## src/hw/tfel_pkg.sv

```systemverilog
// Package of shared types and constants for the timer flag and event logic.
package tfel_pkg;

    localparam int CNT_W = 16;
    localparam logic [15:0] CNT_ZERO = 16'h0000;
    localparam logic [15:0] CNT_ONES = 16'hFFFF;
    localparam logic [15:0] MOD_NONE = 16'h0000;

    // Channel operating modes.
    typedef enum logic [1:0] {
        TFEL_CH_CAPTURE = 2'b00,
        TFEL_CH_COMPARE = 2'b01,
        TFEL_CH_PWM = 2'b10
    } tfel_ch_mode_e;

    // Edge choice for input capture.
    typedef enum logic [1:0] {
        TFEL_EDGE_OFF = 2'b00,
        TFEL_EDGE_RISE = 2'b01,
        TFEL_EDGE_FALL = 2'b10,
        TFEL_EDGE_ANY = 2'b11
    } tfel_edge_e;

    // Software flag access, one-cycle strobes from the register logic.
    typedef struct packed {
        logic rd;
        logic wr_zero;
    } tfel_flag_acc_s;

endpackage : tfel_pkg

```

## src/hw/tfel_flag_cell.sv

```systemverilog
// One sticky event flag with read-then-write-zero clearing and interrupt gating.
`timescale 1ns/1ps
module tfel_flag_cell
    import tfel_pkg::*;
(
    input wire logic core_clk,
    input wire logic rst_n,
    input wire logic set_evt,
    input wire tfel_flag_acc_s acc,
    input wire logic irq_enable,
    output logic flag,
    output logic irq
);

    logic armed;
    logic clear_now;

    // The clear only counts when armed and no event is arriving in that cycle.
    assign clear_now = armed && acc.wr_zero && !set_evt;

    // The flag; a set always beats a clear.
    always_ff @(posedge core_clk or negedge rst_n) begin
        if (!rst_n) begin
            flag <= 1'b0;
        end else if (set_evt) begin
            flag <= 1'b1;
        end else if (clear_now) begin
            flag <= 1'b0;
        end
    end

    // Arming: a read while set arms, a new event or any write disarms.
    always_ff @(posedge core_clk or negedge rst_n) begin
        if (!rst_n) begin
            armed <= 1'b0;
        end else if (set_evt || acc.wr_zero) begin
            armed <= 1'b0;
        end else if (acc.rd && flag) begin
            armed <= 1'b1;
        end
    end

    // Level request while enabled and set.
    assign irq = flag && irq_enable;

    flag_stays_a: assert property (@(posedge core_clk) disable iff (!rst_n)
        (flag && !armed && !set_evt) |=> flag)
        else $error("Flag cleared without a prior read.");

    clear_done_a: assert property (@(posedge core_clk) disable iff (!rst_n)
        (armed && acc.wr_zero && !set_evt) |=> !flag)
        else $error("Armed zero write did not clear the flag.");

    set_wins_a: assert property (@(posedge core_clk) disable iff (!rst_n)
        set_evt |=> (flag && !armed))
        else $error("New event did not keep the flag set and disarmed.");

    irq_level_a: assert property (@(posedge core_clk) disable iff (!rst_n)
        (irq && !clear_now) |=> (irq || !irq_enable))
        else $error("Interrupt request dropped while the flag stayed set.");

endmodule : tfel_flag_cell

```

## src/hw/tfel_core.sv

```systemverilog
// Counter and flag-setting logic of a 16-bit timer with capture, compare and PWM channels.
// Summary of operation
// - Free count wraps all-ones to zero.
// - Free count wrap sets the wrap flag.
// - Modulus to zero sets the wrap flag.
// - Up/down turnaround at modulus sets wrap flag.
// - Turnaround ends period, zero marks center.
// - Two-bit edge select picks capture edge.
// - Selected capture edge sets channel flag.
// - Compare match sets channel flag.
// - Edge PWM match ends duty, sets flag.
// - Center PWM sets flag on both matches.
// - Read while set, then write zero clears.
// - Event between steps keeps flag set.
// - Enabled flag holds a level request.
// - Center select picks up or up/down.
`timescale 1ns/1ps
module tfel_core
    import tfel_pkg::*;
#(
    parameter int NUM_CH = 6
)
(
    input wire logic core_clk,
    input wire logic rstn,
    input wire logic count_en,
    input wire logic center_align_select,
    input wire logic [15:0] modulus,
    input wire logic wrap_irq_enable,
    input wire tfel_flag_acc_s wrap_acc,
    input wire logic [NUM_CH-1:0] channel_irq_enable,
    input wire tfel_ch_mode_e [NUM_CH-1:0] ch_mode,
    input wire tfel_edge_e [NUM_CH-1:0] edge_level_select,
    input wire logic [NUM_CH-1:0][15:0] ch_value,
    input wire logic [NUM_CH-1:0] ch_pin,
    input wire tfel_flag_acc_s [NUM_CH-1:0] ch_acc,
    output logic [15:0] count,
    output logic count_down,
    output logic counter_wrap_flag,
    output logic wrap_irq,
    output logic period_center,
    output logic [NUM_CH-1:0] channel_event_flag,
    output logic [NUM_CH-1:0] channel_irq
);

    if (NUM_CH < 1 || NUM_CH > 8) begin : g_bad_ch
        $error("NUM_CH must lie between 1 and 8.");
    end

    // Reset release through two flip-flops, so that every flop leaves reset on one edge.
    // Assertion of reset takes effect at once; only the release waits for the clock.
    logic rst_meta;
    logic rst_n;
    always_ff @(posedge core_clk or negedge rstn) begin
        if (!rstn) begin
            rst_meta <= 1'b0;
            rst_n <= 1'b0;
        end else begin
            rst_meta <= 1'b1;
            rst_n <= rst_meta;
        end
    end

    // Terminal count: modulus zero means free running to all-ones.
    logic mod_limited;
    logic [15:0] top;
    logic at_top;
    logic at_zero;
    logic wrap_up;
    logic turn_down;
    logic [15:0] next_count;
    logic next_down;
    assign mod_limited = (modulus != MOD_NONE);
    assign top = mod_limited ? modulus : CNT_ONES;
    assign at_top = (count == top);
    assign at_zero = (count == CNT_ZERO);
    // Up-counting wrap event, both free and limited.
    assign wrap_up = count_en && !center_align_select && at_top;
    // Up/down turnaround event from the modulus value downward.
    assign turn_down = count_en && center_align_select && !count_down && at_top;

    // Next counter value; modulus zero in up/down mode takes all-ones as its top and turns around there.
    // Counting down ends at zero, where the count turns upward again with no flag.
    always_comb begin
        next_count = count;
        next_down = count_down;
        if (!center_align_select) begin
            next_down = 1'b0;
            next_count = at_top ? CNT_ZERO : count + 16'h0001;
        end else if (count_down) begin
            if (at_zero) begin
                next_down = 1'b0;
                next_count = count + 16'h0001;
            end else begin
                next_count = count - 16'h0001;
            end
        end else if (at_top) begin
            next_down = 1'b1;
            next_count = count - 16'h0001;
        end else begin
            next_count = count + 16'h0001;
        end
    end

    // Counter register, advanced only on counting clock enables.
    always_ff @(posedge core_clk or negedge rst_n) begin
        if (!rst_n) begin
            count <= CNT_ZERO;
            count_down <= 1'b0;
        end else if (count_en) begin
            count <= next_count;
            count_down <= next_down;
        end
    end

    // Zero count in up/down mode marks the period center; the turnaround marks the end.
    // It is a plain decode, so it stands for as long as the count stays at zero.
    assign period_center = center_align_select && at_zero;

    // Wrap flag cell, set on the same edge as the transition.
    tfel_flag_cell u_wrap_flag (
        .core_clk(core_clk),
        .rst_n(rst_n),
        .set_evt(wrap_up || turn_down),
        .acc(wrap_acc),
        .irq_enable(wrap_irq_enable),
        .flag(counter_wrap_flag),
        .irq(wrap_irq)
    );

    // Pin synchronisers: three stages, the change counts once the last two agree.
    // This costs about five clocks of capture latency but filters a one-clock glitch.
    logic [NUM_CH-1:0] pin_s1;
    logic [NUM_CH-1:0] pin_s2;
    logic [NUM_CH-1:0] pin_s3;
    logic [NUM_CH-1:0] pin_level;
    always_ff @(posedge core_clk or negedge rst_n) begin
        if (!rst_n) begin
            pin_s1 <= '0;
            pin_s2 <= '0;
            pin_s3 <= '0;
            pin_level <= '0;
        end else begin
            pin_s1 <= ch_pin;
            pin_s2 <= pin_s1;
            pin_s3 <= pin_s2;
            pin_level <= ((pin_s2 ~^ pin_s3) & pin_s3) | (~(pin_s2 ~^ pin_s3) & pin_level);
        end
    end
    // The level register starts low, so a pin held high at reset shows one rising edge.
    logic [NUM_CH-1:0] pin_prev;
    always_ff @(posedge core_clk or negedge rst_n) begin
        if (!rst_n) begin
            pin_prev <= '0;
        end else begin
            pin_prev <= pin_level;
        end
    end

    // Edge choice decoder.
    function automatic logic edge_hit(input tfel_edge_e sel, input logic now, input logic was);
        logic rise;
        logic fall;
        rise = now && !was;
        fall = !now && was;
        unique case (sel)
            TFEL_EDGE_OFF: edge_hit = 1'b0;
            TFEL_EDGE_RISE: edge_hit = rise;
            TFEL_EDGE_FALL: edge_hit = fall;
            TFEL_EDGE_ANY: edge_hit = rise || fall;
        endcase
    endfunction : edge_hit

    // Compare and both PWM kinds share the match event; the unused code raises nothing.
    function automatic logic match_mode(input tfel_ch_mode_e mode);
        return (mode == TFEL_CH_COMPARE) || (mode == TFEL_CH_PWM);
    endfunction : match_mode

    // Per-channel events and flag cells.
    logic [NUM_CH-1:0] ch_match;
    logic [NUM_CH-1:0] ch_cap;
    logic [NUM_CH-1:0] ch_set;
    for (genvar i = 0; i < NUM_CH; i++) begin : g_ch
        // Compare match on a counting step; in center mode the counter passes a value between zero and the top
        // once going up and once going down, so both matches raise the flag.
        assign ch_match[i] = count_en && (count == ch_value[i]);
        assign ch_cap[i] = edge_hit(edge_level_select[i], pin_level[i], pin_prev[i]);
        assign ch_set[i] = (ch_mode[i] == TFEL_CH_CAPTURE) ? ch_cap[i] :
                           (match_mode(ch_mode[i]) ? ch_match[i] : 1'b0);

        tfel_flag_cell u_ch_flag (
            .core_clk(core_clk),
            .rst_n(rst_n),
            .set_evt(ch_set[i]),
            .acc(ch_acc[i]),
            .irq_enable(channel_irq_enable[i]),
            .flag(channel_event_flag[i]),
            .irq(channel_irq[i])
        );

        // Every selected capture edge reaches the flag on the next clock.
        capture_edge_a: assert property (@(posedge core_clk) disable iff (!rst_n)
            (ch_mode[i] == TFEL_CH_CAPTURE && ch_cap[i]) |=> channel_event_flag[i])
            else $error("Selected capture edge did not set the channel flag.");

        // An output compare match raises the flag on the counting step.
        compare_hit_a: assert property (@(posedge core_clk) disable iff (!rst_n)
            (ch_mode[i] == TFEL_CH_COMPARE && ch_match[i]) |=> channel_event_flag[i])
            else $error("Output compare match did not set the channel flag.");

        // In edge PWM the match ends the duty portion and raises the flag.
        edge_pwm_a: assert property (@(posedge core_clk) disable iff (!rst_n)
            (ch_mode[i] == TFEL_CH_PWM && !center_align_select && ch_match[i])
            |=> channel_event_flag[i])
            else $error("Edge PWM match did not set the channel flag.");

        // In center PWM the downward match counts as much as the upward one.
        center_pwm_a: assert property (@(posedge core_clk) disable iff (!rst_n)
            (ch_mode[i] == TFEL_CH_PWM && center_align_select && count_down && ch_match[i])
            |=> channel_event_flag[i])
            else $error("Downward center PWM match did not set the channel flag.");

        // No flag may rise unless the decoder saw an event on the edge before.
        chan_cause_a: assert property (@(posedge core_clk) disable iff (!rst_n)
            $rose(channel_event_flag[i]) |-> $past(ch_set[i]))
            else $error("Channel flag rose without an event.");
    end

    // Counter checks; the internal reset releases them all on the same edge.
    wrap_sets_a: assert property (@(posedge core_clk) disable iff (!rst_n)
        (count_en && !center_align_select && count == top) |=> counter_wrap_flag)
        else $error("Wrap did not set the wrap flag.");

    free_wrap_a: assert property (@(posedge core_clk) disable iff (!rst_n)
        (count_en && !center_align_select && !mod_limited && count == CNT_ONES)
        |=> count == CNT_ZERO)
        else $error("Free count did not wrap to zero.");

    // In up mode, below the top the count climbs by one on every enable.
    up_step_a: assert property (@(posedge core_clk) disable iff (!rst_n)
        (count_en && !center_align_select && count != top)
        |=> count == $past(count) + 16'h0001)
        else $error("Up count did not advance by one.");

    mod_wrap_a: assert property (@(posedge core_clk) disable iff (!rst_n)
        (count_en && !center_align_select && mod_limited && count == modulus)
        |=> count == CNT_ZERO)
        else $error("Modulus count did not return to zero.");

    turn_down_a: assert property (@(posedge core_clk) disable iff (!rst_n)
        (count_en && center_align_select && !count_down && count == top && count != CNT_ZERO)
        |=> count_down && counter_wrap_flag && count == $past(count) - 16'h0001)
        else $error("Turnaround did not count down and set the flag.");

    down_step_a: assert property (@(posedge core_clk) disable iff (!rst_n)
        (count_en && center_align_select && count_down && count != CNT_ZERO)
        |=> (count_down && count == $past(count) - 16'h0001))
        else $error("Down count did not step down by one.");

    // At zero in up/down mode the count turns upward again.
    turn_up_a: assert property (@(posedge core_clk) disable iff (!rst_n)
        (count_en && center_align_select && count_down && count == CNT_ZERO)
        |=> (!count_down && count == CNT_ZERO + 16'h0001))
        else $error("Center count did not turn upward at zero.");

    center_mark_a: assert property (@(posedge core_clk) disable iff (!rst_n)
        (count_en && center_align_select && count_down && count == CNT_ZERO + 16'h0001)
        |=> (period_center || !center_align_select))
        else $error("Center mark missing at the zero count.");

    mode_up_a: assert property (@(posedge core_clk) disable iff (!rst_n)
        (!center_align_select && count_en) |=> !count_down)
        else $error("Up mode counted down.");

    // A flag that rises on its own would raise a request with no cause.
    wrap_cause_a: assert property (@(posedge core_clk) disable iff (!rst_n)
        $rose(counter_wrap_flag) |-> $past(wrap_up || turn_down))
        else $error("Wrap flag rose without a wrap or turnaround.");

    // Between counting enables the counter must hold, whatever the mode.
    count_hold_a: assert property (@(posedge core_clk) disable iff (!rst_n)
        !count_en |=> (count == $past(count) && count_down == $past(count_down)))
        else $error("Counter moved without a counting enable.");

    // Channel zero stands for all channels in these two.
    match_flag_a: assert property (@(posedge core_clk) disable iff (!rst_n)
        (match_mode(ch_mode[0]) && count_en && count == ch_value[0])
        |=> channel_event_flag[0])
        else $error("Compare match did not set the channel flag.");

    capture_off_a: assert property (@(posedge core_clk) disable iff (!rst_n)
        (ch_mode[0] == TFEL_CH_CAPTURE && edge_level_select[0] == TFEL_EDGE_OFF
         && !channel_event_flag[0]) |=> !channel_event_flag[0])
        else $error("Capture fired with edges off.");

    // Checked without the disable, since it guards the reset itself.
    reset_clear_a: assert property (@(posedge core_clk)
        !rst_n |-> (!counter_wrap_flag && !wrap_irq && channel_irq == '0))
        else $error("Flags or requests active in reset.");

endmodule : tfel_core

```

## config.mk

```make
export PLATFORM = sky130hd
export DESIGN_NAME = tfel_core
export DESIGN_NICKNAME = d
export VERILOG_FILES = /design/src/hw/tfel_pkg.sv /design/src/hw/tfel_flag_cell.sv /design/src/hw/tfel_core.sv
export SDC_FILE = /design/constraint.sdc
export NUM_CORES = 1
export LEC_CHECK = 0
export ABC_AREA = 1
export BUFFER_PORTS_ARGS = -buffer_cell sky130_fd_sc_hd__buf_4
export CAP_MARGIN = 20
export CORE_MARGIN = 2
export CORE_UTILIZATION = 40
export DETAILED_ROUTE_END_ITERATION = 7
export PLACE_DENSITY = 0.76
export SETUP_SLACK_MARGIN = 0.2
export SYNTH_ARGS = -nofsm -noshare
export SYNTH_HDL_FRONTEND = slang
export SYNTH_SLANG_ARGS = --single-unit
```

## constraint.sdc

```tcl
create_clock -name core_clk -period 4.2 [get_ports core_clk]
set_clock_uncertainty 0.05 [all_clocks]
set_input_delay 0.21 -clock core_clk [delete_from_list [all_inputs] [get_ports core_clk]]
set_output_delay 0.21 -clock core_clk [all_outputs]
set_load 0.03 [all_outputs]
```

==> impl_metrics.ini <==
[detailed_routing]
wl_per_cell_um = 16.1
drtIter0Drc = 535
postRouteAntennaNets = 0
vias = 5901
dr.pass1.iters = 5
wl_mm = 18.6
wl_met3_mm = 1.75
met2_wirelength_mm = 8.75
post-route-drc-count = 0
drt-met1-wl_mm = 7.37
routed.top_layer = met4
viasPerCell = 5.12

[final_layout]
diodes = 0
nFillCells = 1300
syn_to_final_growth_pct = 34.9
design_area_sq_mm = 0.00750
drive_gt1_share_pct = 27.0
final_nets = 1156

[clocking]
cts_sinks = 63
htree_num_levels = 3
root_buffer = clkbuf_16
cts_tree = built
cts_inserted_buffers = 9
path_clk_slew_ps = 60
cts_buffer_depth = 2
cts_resized = 0
cts_hold_buf = 12
clk-insertion-delay-late_ps = 330
postCtsSetupBuffers = 0

[critical_path]
r2r_cells = 9
crit_slowest_cell = dfrtp_1
regToRegStartpoint = count[2]
critical_path_class = reg2reg
r2r_setup_slack_ps = 1500
r2r-end = count[15]
cp-end-kind = flop
path_cells = nand3_1 -> nor2_1 -> nand3_1 -> nor3_1 -> nand3_1 -> xor2_1 -> nand3b_1 -> nand3_1 -> nand2_1
arrival_ps = 2860
start_kind = flop
crit_path_frequent_cell = nand3_1
worstPathMaxFanout = 15
required_ps = 4370
slowest_delay_ps = 780

[pwr]
fin_total_pwr_w = 0.00302
p_per_area_mw_per_mm2 = 403
p_switching_w = 0.00124
p_leak_nw = 3.93
seq_power_share_pct = 30.5
share_comb_of_total_power_pct = 42.6
power.internal_w = 0.00178
peakVddDrop_v = 0.000216
pwr-share-clk_pct = 26.9
switching_share_pct = 41.0

[job]
cap_violations = 0

[die]
core_area_sq_mm = 0.0137
initial_utilization_pct = 40.5
fp.dieW_um = 122
dieHeight_um = 122
top_level_ports = 199
rows = 43
fp.dieArea_sq_mm = 0.0149

[logic_synthesis]
syn_area_sq_mm = 0.00556
syn_avg_cell_area_sq_um = 7.09
yosysTopAreaCell = dfrtp_1
synthDistinctLibCells = 44
synthesis.nets = 972
yosysTopAreaCellShare_pct = 28.4
yosys-top-cells-area = dfrtp_1 (28%), nand2_1 (13%), xor2_1 (9.1%)
synth_cells = 784
ys_warn_count = 0
ys_seq_area_share_pct = 28.4
ys_ff_latch = 63

[min_path]
min_from = ch_acc[10]
min_path_cells = 2
hold_path_end = g_ch[5].u_ch_flag.armed
worstHoldPathType = in2reg

[sta]
hold_slack_ps = 16.5
tightest_slew_ps = 735
drv_slew = 0
rsz0062_at_grt = no
hold_violations = 0
max_freq_mhz = 371
tns_ps = 0
period_share_pct = 64.3
slew-limit-headroom_pct = 50.5
fin_crit_ps = 2700
setup_viol = 0

[global_route]
grt_pass1_vias = 5708
grt_start_max_net_pins = 51
grt_overflow_total = 0
grt_pass1_wl_mm = 28.6
antenna_found_initial = 0
grt_usage_pct = 24.8

[placed_design]
placed_area_sq_mm = 0.00705
place_hpwl_mm = 14.1
gp_congestion = 0.956
io_buffers = 198

[outcome]
outcome = complete, no violations
-- registers in the layout, indices dropped and copies added (netlist names), named ones only --
| name | flops |
|---|---|
| count | 16 |
| g_ch.u_ch_flag.armed | 6 |
| g_ch.u_ch_flag.flag | 6 |
| pin_prev | 6 |
| pin_s1 | 6 |
| pin_s2 | 6 |
| pin_s3 | 6 |
| count_down | 1 |
| rst_meta | 1 |
| rst_n | 1 |
| u_wrap_flag.armed | 1 |
| u_wrap_flag.flag | 1 |
-- per-stage QoR --
stage          worst slack (ps)  instances  util (%)
3_3_place_gp               1350       1124      51.3
6_report                   1500       1153      54.6
2_1_floorplan              2020        784         -
3_5_place_dp               1560       1125      51.4
5_1_grt                    1290       1153      54.6
4_1_cts                    1550       1153      54.6
-- placed cells by master (no fill, tap or decap), types with 4 or more instances in the layout --
cell type,n
nand3_2,5
xor2_1,58
o21ai_0,5
o2111ai_1,4
o21ai_1,6
nand3b_1,8
nor4_1,7
or2_2,28
xnor2_1,29
inv_1,93
buf_4,200
a21oi_1,14
maj3_1,6
dfrtp_1,62
ha_1,21
nor2_1,48
o211ai_1,6
nand3_1,58
nand4_1,26
clkbuf_16,9
nor3_1,20
o22ai_1,10
dlygate4sd3_1,12
nand2_1,199
-- worst max path at each step --
| stage | start | to | slack, ps | cells past startpoint |
|---|---|---|---|---|
| final | count[2] | count[15] | 1500 | 9 |
| after global routing | count[11] | count[10] | 1290 | 13 |
| after detailed placement | count[7] | count[2] | 1560 | 13 |
| after floorplan | count[0] | count[14] | 2020 | 14 |
| after CTS | count[7] | count[1] | 1550 | 13 |
| after global placement | count[3] | g_ch[5].u_ch_flag.armed | 1350 | 7 |
-- cell type report --
cell class | instances | area, sq um | area share (%)
Multi-Input combinational cell | 583 | 3370 | 44.9
Timing Repair Buffer | 213 | 1630 | 21.7
Sequential cell | 63 | 1580 | 21.0
Inverter | 98 | 368 | 4.91
Clock buffer | 10 | 239 | 3.19
Tap cell | 180 | 225 | 3.00
Clock inverter | 6 | 91.3 | 1.22
-- kinds of logic (layout without fill, tap and decap cells) --
group	count (synthesis)	after routing	share of synthesized area [%]
AO/OA/AOI/OAI	56	56	6.33
XOR/XNOR	87	87	13.7
adder cells (fa/ha/maj)	27	27	5.81
buffers and inverters	138	327	11.0
flip-flops	63	63	28.4
other	1	1	0.0675
AND/OR/NAND/NOR	412	412	34.7
-- power groups by stage --
| stage | clock network, W | registers [W] | logic [W] |
|---|---|---|---|
| floorplan | 0 | 0.000852 | 0.000928 |
| global placement | 0 | 0.000921 | 0.00125 |
| detailed placement | 0 | 0.000929 | 0.00126 |
| CTS | 0.000825 | 0.000919 | 0.00128 |
| global route | 0.000853 | 0.000937 | 0.00142 |
| finish | 0.000814 | 0.000922 | 0.00129 |
-- cell usage after synthesis, drive strengths merged --
library cell  count
nand4            26
conb              1
o31ai             1
a2111oi           1
a21oi            14
xor2             58
a21o              3
clkbuf            5
nor3             21
dfrtp            63
maj3              6
o2111ai           4
nor2             53
nand2           202
o21a              1
nand3b            8
nand3            64
a22oi             1
buf              35
ha               21
a31oi             2
xnor2            29
o21bai            1
or2              28
o21ai            11
clkinv            3
a32o              1
inv              95
nor3b             3
o22ai            10
o211ai            6
nor4              7
-- routing by layer --
layer / track usage (%) / up-vias
met5: 0 / -
met4: 10.1 / 0
met3: 5.71 / 50
met2: 41.8 / 259
met1: 30.4 / 2717
li1: - / 2875
-- worst max-delay path: cells and delay by family, from the launching register on --
| kind | cells | cell delay [ps] |
|---|---|---|
| xor gates and xnor gates | 1 | 190 |
| DFF | 1 | 780 |
| and+or+nand+nor | 8 | 1560 |
No activity file was read; power rests on OpenSTA's default activity.
